## src/common/pcr_pkg.sv

```systemverilog
// constants, types and helpers for the transceiver control register
package pcr_pkg;

    // ----------------------------------------
    // address and field layout
    // ----------------------------------------
    localparam logic [4:0]  PCR_ADDR      = 5'h10;
    localparam int          TXD_HI        = 15;
    localparam int          TXD_LO        = 14;
    localparam int          RXD_HI        = 13;
    localparam int          RXD_LO        = 12;
    localparam int          SER_EN_BIT    = 11;
    localparam int          LINK_OVR_BIT  = 10;
    localparam int          PS_HI         = 9;
    localparam int          PS_LO         = 8;
    localparam int          DEEP_PD_BIT   = 7;
    localparam int          PAIR_HI       = 6;
    localparam int          PAIR_LO       = 5;
    localparam int          CLK_DIS_BIT   = 4;
    localparam int          FIXED_BIT     = 3;
    localparam int          STANDBY_BIT   = 2;
    localparam int          POL_FLIP_BIT  = 1;
    localparam int          JAB_DIS_BIT   = 0;

    // ----------------------------------------
    // write mask and reset values
    // ----------------------------------------
    localparam logic [15:0] WR_MASK       = 16'hfff7;
    localparam logic [15:0] FIXED_ONES    = 16'h0008;
    localparam logic [1:0]  TXD_RST       = 2'h1;
    localparam logic [1:0]  RXD_RST       = 2'h1;
    localparam logic [1:0]  PS_RST        = 2'h0;
    localparam logic [1:0]  PAIR_RST      = 2'h2;
    localparam logic        BIT_CLR       = 1'b0;
    localparam logic        BIT_SET       = 1'b1;

    // ----------------------------------------
    // codes
    // ----------------------------------------
    localparam logic [1:0]  PS_NORMAL     = 2'h0;
    localparam logic [1:0]  PS_IEEE       = 2'h1;
    localparam logic [1:0]  PS_ACTIVE     = 2'h2;
    localparam logic [1:0]  PS_PASSIVE    = 2'h3;
    localparam logic [1:0]  PAIR_MDIX     = 2'h1;
    localparam logic [1:0]  SPEED_1000    = 2'h2;
    localparam logic [3:0]  DEPTH_3       = 4'h3;
    localparam logic [3:0]  DEPTH_4       = 4'h4;
    localparam logic [3:0]  DEPTH_6       = 4'h6;
    localparam logic [3:0]  DEPTH_8       = 4'h8;

    // ----------------------------------------
    // timing
    // ----------------------------------------
    localparam int          CLK_HZ        = 50_000_000;
    localparam int          LINK_PULSE_MS = 1400;
    localparam int          PULSE_CYCLES  = LINK_PULSE_MS * (CLK_HZ / 1000);
    localparam int          PULSE_W       = 27;

    typedef enum logic [2:0] {
        PWR_NORMAL,
        PWR_IEEE,
        PWR_ACT_SLEEP,
        PWR_ACT_WAKE,
        PWR_PASSIVE
    } pcr_pwr_e;

    // depth code to entry count
    function automatic logic [3:0] pcr_depth(input logic [1:0] code);
        unique case (code)
            2'h3: pcr_depth = DEPTH_8;
            2'h2: pcr_depth = DEPTH_6;
            2'h1: pcr_depth = DEPTH_4;
            2'h0: pcr_depth = DEPTH_3;
        endcase
    endfunction : pcr_depth

endpackage : pcr_pkg

```

## src/logic/pcr_ctrl.sv

```systemverilog
// transceiver control register with its decoded control outputs
`timescale 1ns/10ps

// Behaviour
// - tx fifo depth from bits 15:14: 11=8, 10=6, 01=4, 00=3; reset 01
// - tx fifo used at 1000 with gmii-style, or any speed with serial mode
// - rx fifo depth from bits 13:12, same coding; reset 01
// - rx fifo used only in serial mode, bypassed otherwise
// - bit 11 selects serial gigabit mac mode; reset from strap
// - bit 10 forces link good at selected speed; reset 0
// - power code 11 powers blocks down but leaves the pll up; 00 normal
// - code 10 sleeps, pulses every 1.4 s, wakes on partner detect
// - code 01 powers blocks down, and pll too when clock output enabled
// - bit 7 turns pin or basic control power-down into deep power-down
// - bits 6:5: 1x auto crossover, 01 mdi-x, 00 mdi; reset 10 or strap
// - bit 4 stops the 125 MHz clock output; reset 0
// - bit 3 reads 1, writes ignored
// - bit 2 standby: circuits powered, no link allowed
// - bit 1 inverts line driver polarity
// - bit 0 disables jabber detection
module pcr_ctrl
    import pcr_pkg::*;
#(
    parameter bit PAIR_FROM_STRAP = 1'b0,
    parameter int PULSE_PERIOD    = PULSE_CYCLES
) (
    // clock, reset, enable
    input  wire logic        clk,
    input  wire logic        rst,
    input  wire logic        ce,
    // straps
    input  wire logic        strap_serial,
    input  wire logic [1:0]  strap_pair_swap,
    // management register port
    input  wire logic [4:0]  reg_addr,
    input  wire logic        reg_wr,
    input  wire logic        reg_rd,
    input  wire logic [15:0] reg_wdata,
    output logic [15:0]      reg_rdata,
    output logic             reg_rvalid,
    // device status in
    input  wire logic [1:0]  link_speed,
    input  wire logic        mac_gmii_style,
    input  wire logic        partner_detect,
    input  wire logic        pd_pin,
    input  wire logic        basic_control_reg_pd,
    // fifo control
    output logic [3:0]       tx_fifo_depth,
    output logic             tx_fifo_en,
    output logic [3:0]       rx_fifo_depth,
    output logic             rx_fifo_en,
    // mode control
    output logic             serial_mode,
    output logic             force_link_good,
    output logic             auto_pair_swap,
    output logic             pair_swap_select,
    output logic             ref_clock_out_en,
    output logic             link_block,
    output logic             tx_polarity_flip,
    output logic             jabber_en,
    // power control
    output logic             blocks_pd,
    output logic             pll_pd,
    output logic             deep_pd,
    output logic             std_pd,
    output logic             link_pulse,
    output logic             sleeping
);

    // ----------------------------------------
    // register storage and access
    // ----------------------------------------
    logic [15:0] ctl_reg;
    logic [15:0] ctl_next;
    logic [15:0] rdata_reg;
    logic [15:0] rdata_next;
    logic        rvalid_reg;
    logic        rvalid_next;
    logic [15:0] rst_val;
    logic        hit;
    logic [1:0]  pair_rst;

    assign hit      = (reg_addr == PCR_ADDR);
    assign pair_rst = PAIR_FROM_STRAP ? strap_pair_swap : PAIR_RST;

    always_comb begin
        rst_val                       = '0;
        rst_val[TXD_HI:TXD_LO]        = TXD_RST;
        rst_val[RXD_HI:RXD_LO]        = RXD_RST;
        rst_val[SER_EN_BIT]           = strap_serial;
        rst_val[LINK_OVR_BIT]         = BIT_CLR;
        rst_val[PS_HI:PS_LO]          = PS_RST;
        rst_val[PAIR_HI:PAIR_LO]      = pair_rst;
        rst_val[CLK_DIS_BIT]          = BIT_CLR;
        rst_val[FIXED_BIT]            = BIT_SET;
    end

    always_comb begin
        ctl_next    = ctl_reg;
        rdata_next  = rdata_reg;
        rvalid_next = 1'b0;
        if (hit && reg_wr) begin
            ctl_next = (reg_wdata & WR_MASK) | FIXED_ONES;
        end
        if (hit && reg_rd) begin
            rdata_next  = ctl_reg | FIXED_ONES;
            rvalid_next = 1'b1;
        end
    end

    always_ff @(posedge clk) begin
        if (rst) begin
            ctl_reg    <= rst_val;
            rdata_reg  <= '0;
            rvalid_reg <= 1'b0;
        end else if (ce) begin
            ctl_reg    <= ctl_next;
            rdata_reg  <= rdata_next;
            rvalid_reg <= rvalid_next;
        end
    end

    assign reg_rdata  = rdata_reg;
    assign reg_rvalid = rvalid_reg;

    // ----------------------------------------
    // power state machine
    // ----------------------------------------
    pcr_pwr_e    pwr_reg;
    pcr_pwr_e    pwr_next;
    logic [1:0]  ps_code;

    assign ps_code = ctl_reg[PS_HI:PS_LO];

    always_comb begin
        pwr_next = pwr_reg;
        unique case (ps_code)
            PS_NORMAL:  pwr_next = PWR_NORMAL;
            PS_IEEE:    pwr_next = PWR_IEEE;
            PS_PASSIVE: pwr_next = PWR_PASSIVE;
            PS_ACTIVE: begin
                if (pwr_reg == PWR_ACT_WAKE) begin
                    pwr_next = PWR_ACT_WAKE;
                end else if (pwr_reg == PWR_ACT_SLEEP && partner_detect) begin
                    pwr_next = PWR_ACT_WAKE;
                end else begin
                    pwr_next = PWR_ACT_SLEEP;
                end
            end
        endcase
    end

    always_ff @(posedge clk) begin
        if (rst) begin
            pwr_reg <= PWR_NORMAL;
        end else if (ce) begin
            pwr_reg <= pwr_next;
        end
    end

    // ----------------------------------------
    // decoded outputs
    // ----------------------------------------
    logic [3:0] txd_reg;
    logic [3:0] txd_next;
    logic [3:0] rxd_reg;
    logic [3:0] rxd_next;
    logic       txen_reg;
    logic       txen_next;
    logic       rxen_reg;
    logic       rxen_next;
    logic       bpd_reg;
    logic       bpd_next;
    logic       pll_reg;
    logic       pll_next;
    logic       deep_reg;
    logic       deep_next;
    logic       stdpd_reg;
    logic       stdpd_next;
    logic       clkout_reg;
    logic       clkout_next;
    logic       pd_req;
    logic       ser;

    assign ser    = ctl_reg[SER_EN_BIT];
    assign pd_req = pd_pin | basic_control_reg_pd;

    always_comb begin
        txd_next    = pcr_depth(ctl_reg[TXD_HI:TXD_LO]);
        rxd_next    = pcr_depth(ctl_reg[RXD_HI:RXD_LO]);
        txen_next   = ser ||
                      (mac_gmii_style && link_speed == SPEED_1000);
        rxen_next   = ser;
        bpd_next    = (pwr_reg == PWR_IEEE) ||
                      (pwr_reg == PWR_ACT_SLEEP) ||
                      (pwr_reg == PWR_PASSIVE);
        pll_next    = (pwr_reg == PWR_IEEE) && !ctl_reg[CLK_DIS_BIT];
        deep_next   = pd_req && ctl_reg[DEEP_PD_BIT];
        stdpd_next  = pd_req && !ctl_reg[DEEP_PD_BIT];
        clkout_next = !ctl_reg[CLK_DIS_BIT];
    end

    always_ff @(posedge clk) begin
        if (rst) begin
            txd_reg    <= DEPTH_4;
            rxd_reg    <= DEPTH_4;
            txen_reg   <= 1'b0;
            rxen_reg   <= 1'b0;
            bpd_reg    <= 1'b0;
            pll_reg    <= 1'b0;
            deep_reg   <= 1'b0;
            stdpd_reg  <= 1'b0;
            clkout_reg <= 1'b1;
        end else if (ce) begin
            txd_reg    <= txd_next;
            rxd_reg    <= rxd_next;
            txen_reg   <= txen_next;
            rxen_reg   <= rxen_next;
            bpd_reg    <= bpd_next;
            pll_reg    <= pll_next;
            deep_reg   <= deep_next;
            stdpd_reg  <= stdpd_next;
            clkout_reg <= clkout_next;
        end
    end

    assign tx_fifo_depth    = txd_reg;
    assign rx_fifo_depth    = rxd_reg;
    assign tx_fifo_en       = txen_reg;
    assign rx_fifo_en       = rxen_reg;
    assign blocks_pd        = bpd_reg;
    assign pll_pd           = pll_reg;
    assign deep_pd          = deep_reg;
    assign std_pd           = stdpd_reg;
    assign ref_clock_out_en = clkout_reg;
    assign sleeping         = (pwr_reg == PWR_ACT_SLEEP);

    // direct field outputs from stored bits, jabber_en inverted, pair_swap_select decoded
    assign serial_mode      = ser;
    assign force_link_good  = ctl_reg[LINK_OVR_BIT];
    assign auto_pair_swap   = ctl_reg[PAIR_HI];
    assign pair_swap_select = (ctl_reg[PAIR_HI:PAIR_LO] == PAIR_MDIX);
    assign link_block       = ctl_reg[STANDBY_BIT];
    assign tx_polarity_flip = ctl_reg[POL_FLIP_BIT];
    assign jabber_en        = !ctl_reg[JAB_DIS_BIT];

    // ----------------------------------------
    // link pulses in active sleep
    // ----------------------------------------
    pcr_wake_pulse #(
        .PERIOD (PULSE_PERIOD)
    ) u_pulse (
        .clk    (clk),
        .rst    (rst),
        .ce     (ce),
        .run    (sleeping),
        .pulse  (link_pulse)
    );

    // ----------------------------------------
    // checks
    // ----------------------------------------
    a_bit3_reads_one: assert property (@(posedge clk) disable iff (rst)
        reg_rvalid |-> reg_rdata[FIXED_BIT])
        else $error("fixed bit read as zero");

    a_write_applies: assert property (@(posedge clk) disable iff (rst)
        ce && hit && reg_wr |=>
        ctl_reg == (($past(reg_wdata) & WR_MASK) | FIXED_ONES))
        else $error("write not stored");

    a_read_returns: assert property (@(posedge clk) disable iff (rst)
        ce && hit && reg_rd && !reg_wr |=>
        reg_rvalid && reg_rdata == ctl_reg)
        else $error("read data differs from stored value");

    a_rvalid_pulse: assert property (@(posedge clk) disable iff (rst)
        ce && !(hit && reg_rd) |=> !reg_rvalid)
        else $error("read answer without a read");

    a_rx_bypass: assert property (@(posedge clk) disable iff (rst)
        ce |=> rx_fifo_en == $past(ctl_reg[SER_EN_BIT]))
        else $error("rx fifo enable wrong");

    a_tx_fifo_use: assert property (@(posedge clk) disable iff (rst)
        ce && !ser && link_speed != SPEED_1000 |=> !tx_fifo_en)
        else $error("tx fifo enabled outside its modes");

    a_tx_depth: assert property (@(posedge clk) disable iff (rst)
        ce && ctl_reg[TXD_HI:TXD_LO] == 2'h3 |=> tx_fifo_depth == DEPTH_8)
        else $error("tx depth code 11 not eight");

    a_rx_depth: assert property (@(posedge clk) disable iff (rst)
        ce && ctl_reg[RXD_HI:RXD_LO] == 2'h0 |=> rx_fifo_depth == DEPTH_3)
        else $error("rx depth code 00 not three");

    a_strap_load: assert property (@(posedge clk) disable iff (rst)
        $fell(rst) |-> ctl_reg[SER_EN_BIT] == $past(strap_serial) &&
        ctl_reg[PAIR_HI:PAIR_LO] ==
        (PAIR_FROM_STRAP ? $past(strap_pair_swap) : PAIR_RST))
        else $error("strap not loaded at reset");

    a_serial_sel: assert property (@(posedge clk) disable iff (rst)
        ce && hit && reg_wr |=> serial_mode == $past(reg_wdata[SER_EN_BIT]))
        else $error("serial mode not taken from write");

    a_force_link: assert property (@(posedge clk) disable iff (rst)
        ce && hit && reg_wr |=>
        force_link_good == $past(reg_wdata[LINK_OVR_BIT]))
        else $error("forced link not taken from write");

    a_pair_mode: assert property (@(posedge clk) disable iff (rst)
        ce && hit && reg_wr |=>
        auto_pair_swap == $past(reg_wdata[PAIR_HI]) &&
        pair_swap_select == ($past(reg_wdata[PAIR_HI:PAIR_LO]) == PAIR_MDIX))
        else $error("pair assignment not taken from write");

    a_standby: assert property (@(posedge clk) disable iff (rst)
        ce && hit && reg_wr |=> link_block == $past(reg_wdata[STANDBY_BIT]))
        else $error("standby not taken from write");

    a_pol_flip: assert property (@(posedge clk) disable iff (rst)
        ce && hit && reg_wr |=>
        tx_polarity_flip == $past(reg_wdata[POL_FLIP_BIT]))
        else $error("polarity flip not taken from write");

    a_jabber_off: assert property (@(posedge clk) disable iff (rst)
        ce && hit && reg_wr |=> jabber_en == !$past(reg_wdata[JAB_DIS_BIT]))
        else $error("jabber enable not taken from write");

    a_passive_down: assert property (@(posedge clk) disable iff (rst)
        ce && ps_code == PS_PASSIVE ##1 ce |=> blocks_pd)
        else $error("passive sleep left blocks powered");

    a_normal_up: assert property (@(posedge clk) disable iff (rst)
        ce && ps_code == PS_NORMAL ##1 ce |=> !blocks_pd && !pll_pd)
        else $error("normal mode left blocks powered down");

    a_ieee_pll: assert property (@(posedge clk) disable iff (rst)
        ce && pwr_reg == PWR_IEEE && !ctl_reg[CLK_DIS_BIT] |=> pll_pd)
        else $error("pll not powered down in ieee mode");

    a_wake_partner: assert property (@(posedge clk) disable iff (rst)
        ce && pwr_reg == PWR_ACT_SLEEP && ps_code == PS_ACTIVE &&
        partner_detect |=> pwr_reg == PWR_ACT_WAKE && !sleeping)
        else $error("no wake on partner detect");

    a_deep_pd: assert property (@(posedge clk) disable iff (rst)
        ce && pd_req && ctl_reg[DEEP_PD_BIT] |=> deep_pd && !std_pd)
        else $error("deep power-down not entered");

    a_std_pd: assert property (@(posedge clk) disable iff (rst)
        ce && pd_req && !ctl_reg[DEEP_PD_BIT] |=> std_pd && !deep_pd)
        else $error("ordinary power-down not entered");

    a_clk_gate: assert property (@(posedge clk) disable iff (rst)
        ce |=> ref_clock_out_en == !$past(ctl_reg[CLK_DIS_BIT]))
        else $error("clock output gate wrong");

endmodule : pcr_ctrl

```

## src/logic/pcr_wake_pulse.sv

```systemverilog
// link pulse generator used while in active sleep
`timescale 1ns/10ps
module pcr_wake_pulse
    import pcr_pkg::*;
#(
    parameter int PERIOD = PULSE_CYCLES
) (
    // clock and reset
    input  wire logic clk,
    input  wire logic rst,
    input  wire logic ce,
    // control
    input  wire logic run,
    // pulse out
    output logic      pulse
);

    // ----------------------------------------
    // period counter
    // ----------------------------------------
    localparam logic [PULSE_W-1:0] LAST = PULSE_W'(PERIOD - 1);
    localparam logic [PULSE_W-1:0] ONE  = PULSE_W'(1);

    logic [PULSE_W-1:0] cnt_reg;
    logic [PULSE_W-1:0] cnt_next;
    logic               pulse_reg;
    logic               pulse_next;

    always_comb begin
        cnt_next   = cnt_reg;
        pulse_next = 1'b0;
        if (!run) begin
            cnt_next = '0;
        end else if (cnt_reg == LAST) begin
            cnt_next   = '0;
            pulse_next = 1'b1;
        end else begin
            cnt_next = cnt_reg + ONE;
        end
    end

    always_ff @(posedge clk) begin
        if (rst) begin
            cnt_reg   <= '0;
            pulse_reg <= 1'b0;
        end else if (ce) begin
            cnt_reg   <= cnt_next;
            pulse_reg <= pulse_next;
        end
    end

    assign pulse = pulse_reg;

    // ----------------------------------------
    // checks
    // ----------------------------------------
    a_pulse_needs_run: assert property (@(posedge clk) disable iff (rst)
        ce && !run |=> !pulse)
        else $error("link pulse while not in active sleep");

    a_pulse_one_cycle: assert property (@(posedge clk) disable iff (rst)
        pulse && ce |=> !pulse)
        else $error("link pulse longer than one cycle");

endmodule : pcr_wake_pulse

```

## config.mk

```make
export PLATFORM = sky130hd
export DESIGN_NAME = pcr_ctrl
export DESIGN_NICKNAME = d
export VERILOG_FILES = /design/src/common/pcr_pkg.sv /design/src/logic/pcr_ctrl.sv /design/src/logic/pcr_wake_pulse.sv
export SDC_FILE = /design/constraint.sdc
export NUM_CORES = 1
export LEC_CHECK = 0
export BUFFER_PORTS_ARGS = -buffer_cell sky130_fd_sc_hd__buf_2
export CORE_MARGIN = 2
export CORE_UTILIZATION = 40
export CTS_CLUSTER_DIAMETER = 30
export DETAILED_ROUTE_END_ITERATION = 7
export GPL_TIMING_DRIVEN = 0
export PLACE_DENSITY = 0.58
export SYNTH_ARGS = -nofsm -noshare
export SYNTH_HDL_FRONTEND = slang
export SYNTH_SLANG_ARGS = --single-unit
```

## constraint.sdc

```tcl
create_clock -name clk -period 3.9 [get_ports clk]
set_input_delay 0.78 -clock clk [delete_from_list [all_inputs] [get_ports clk]]
set_output_delay 0.78 -clock clk [all_outputs]
set_load 0.03 [all_outputs]
```

==> results_dict.tcl <==
set metrics [dict create \
    min_from "reg_rdata[3]" \
    layout_min_cycle_time_ps 2557 \
    grt_pass1_vias 2888 \
    vias 2953 \
    power_density_nw_per_um2 360.7 \
    design_area_um2 4111 \
    holdPathStages 2 \
    postCtsSetupRepairBufs 0 \
    largest_register_ff_count 27 \
    r2r_cells 6 \
    p_int_uw 1125 \
    htree_levels 3 \
    synth.most_common_cell "dfxtp_1" \
    path_clk_slew_ps 80 \
    holdWs_ps 453.9 \
    p_comb_share_pct 5.2 \
    clk_latency_ps 340 \
    fin_tns_setup_ps 0 \
    max_stage_delay_ps 660 \
    cpMaxStageDelayCell "or4b_2" \
    dieHeight_um 96.73 \
    wl_um 8663 \
    r2r-end "u_pulse.cnt_reg[22]" \
    vias_per_cell 5.190 \
    cts_root_buf "clkbuf_8" \
    synth_seq_cells 78 \
    initial_core_util_pct 41.65 \
    holdBufCountCts 0 \
    grt-ovfl-total 0 \
    dp.cells 553 \
    num_rows 33 \
    ant_nets 0 \
    critPathRequiredTime_ps 4120 \
    path_cells "buf_2, or4b_2, nor3_1, nand2_1, buf_2, mux2i_1, nor2_1" \
    dp_hpwl_um 6314 \
    fin_nets 501 \
    async_reset_ff_share_pct 0 \
    synth-edff-count 1 \
    irDropWorstVdd_mv 0.1553 \
    tightest_slew_ps 971.4 \
    post_dp_cell_area_um2 3921 \
    synth_ff_type "dfxtp_1" \
    grtUsageTotal_pct 18.72 \
    crit-reg2reg-launch "u_pulse.cnt_reg[8]" \
    setup_viol 0 \
    syn2layout_area_growth_pct 19.53 \
    fillers 823 \
    cts_tree "built" \
    grt_first_pass_wirelength_um 14200 \
    cts_resized 0 \
    min-delay-path-class "reg -> reg" \
    multi_input_area_um2 1747 \
    worstPathArrival_ps 2780 \
    drt-pass1-iter-count 4 \
    io_buffers 70 \
    first_iter_violations 152 \
    cts_buffer_depth 2 \
    antenna_found_initial 0 \
    syn_inst 378 \
    synth_cell_types 49 \
    power_switching_uw 357.6 \
    p_sw_share_pct 24.11 \
    cts_buffers 9 \
    hold_viol_final 0 \
    ios 76 \
    status "finished clean" \
    synth_area_leaders "dfxtp_1, mux2i_1, nor2_1" \
    finalNonFillerCells 569 \
    coreArea_um2 8258 \
    cts_sinks 78 \
    drive_gt1_share_pct 21.77 \
    crit_top_cell "buf_2" \
    r2r_setup_slack_ps 1510 \
    max_slew_margin_pct 34.85 \
    clock_skew_ps 8.862 \
    synth_top_area_share_pct 44.82 \
    synth_fp_nets 420 \
    grt_max_degree 14 \
    die_x_um 96.73 \
    regArea_um2 1572 \
    p_seq_share_pct 54.4 \
    cp-end-kind "flop" \
    synth_common_cells "dfxtp_1, nor2_1, mux2i_1, nand2_1, a21oi_1" \
    die_area_um2 9357 \
    p_clk_share_pct 40.4 \
    yosysTopAreaCell "dfxtp_1" \
    crit_family "simple AND/OR/NAND/NOR gates" \
    p_leak_uw 0.001915 \
    cp_num_buf_inv 2 \
    avgSynthCellArea_um2 9.099 \
    diodes 0 \
    rsz0062_at_grt "no" \
    synth_area_um2 3440 \
    start_kind "input pin" \
    path_max_fanout 10 \
    route.detailed.drc 0 \
    ys_warn_count 0 \
    critPathKind "in -> reg" \
    yosysSeqAreaShare_pct 45.69 \
    timing.fmax_mhz 391.0 \
    slew_viol_final 0 \
    wl_per_cell_um 15.22 \
    max_cap_viol_count 0 \
    hold_end "reg_rdata[3]" \
    cp-startpoint "reg_addr[0]" \
    final.period_utilization_pct 65.57 \
    place.gp.congestion 0.8092 \
]
## placed cells by master (no fill, tap or decap), types with 3 or more instances in the layout
cell type,n
clkbuf_8,9
ha_1,7
mux2i_1,43
nor4_1,3
nand3_1,15
o21ai_0,6
nand4_1,10
inv_1,14
nor2b_1,4
a21oi_1,21
o211ai_1,3
a22o_1,3
xnor2_1,6
clkinv_2,3
clkbuf_1,13
buf_2,74
nand2_1,31
a221o_1,5
nor2_1,61
dfxtp_1,77
nor3_1,6
a211oi_1,3
or4_1,3
and3_1,9
## kinds of logic (layout without fill, tap and decap cells)
logic type	count (synthesis)	after routing	synth area share [%]
DFF	78	78	45.69
and+or+nand+nor	160	160	23.68
buffers and inverters	31	117	3.528
adders and majority gates	7	7	2.546
AOI/OAI and AO/OA	51	51	10.00
xor gates and xnor gates	8	8	2.037
muxes	43	43	12.51
## worst max path at each step
stage	endpoint	depth (start not counted)
finish	reg_rdata[14]	7
floorplan	ctl_reg[11]	5
detailed placement	ctl_reg[11]	6
global route	reg_rdata[9]	7
global placement	ctl_reg[11]	6
CTS	reg_rdata[14]	7
## worst reg2reg max path, delay by kind of cell (launching register included)
kind | cells | cell delay (ps)
simple gates | 3 | 1040
compound gates | 2 | 480
flops | 1 | 460
buf+inv | 1 | 300
## layer usage
layer,up-vias,track usage [%],part of all wire (%)
met3,6,5.347,6.7
met4,0,7.584,0.87
li1,1505,-,-
met1,1379,25.27,49
met2,63,28.21,43
met5,-,0,0
## area by class of cell
cell class                      count  share of cell area [%]
Multi-Input combinational cell    269                   42.48
Sequential cell                    78                   38.22
Timing Repair Buffer               70                   8.521
Tap cell                          105                   3.195
Clock buffer                       10                   3.104
Buffer                             16                   1.582
Clock inverter                      6                   1.522
Inverter                           15                   1.369
## per-stage QoR
stage	util, %	setup WS [ps]	power (µW)
floorplan	-	1416	869.2
global placement	47.48	975.1	903.6
detailed placement	47.48	999.1	903.8
CTS	49.79	1367	1502
global route	49.79	1244	1544
finish	49.79	1343	1483
## power groups by stage
stage	clock network, µW	registers (µW)	logic (µW)
6_report	599	807	77.0
5_1_grt	652	808	84.1
4_1_cts	617	807	77.7
3_5_place_dp	0	826	77.7
3_3_place_gp	0	826	77.8
2_1_floorplan	0	836	33.5
No activity file was read; power rests on OpenSTA's default activity.
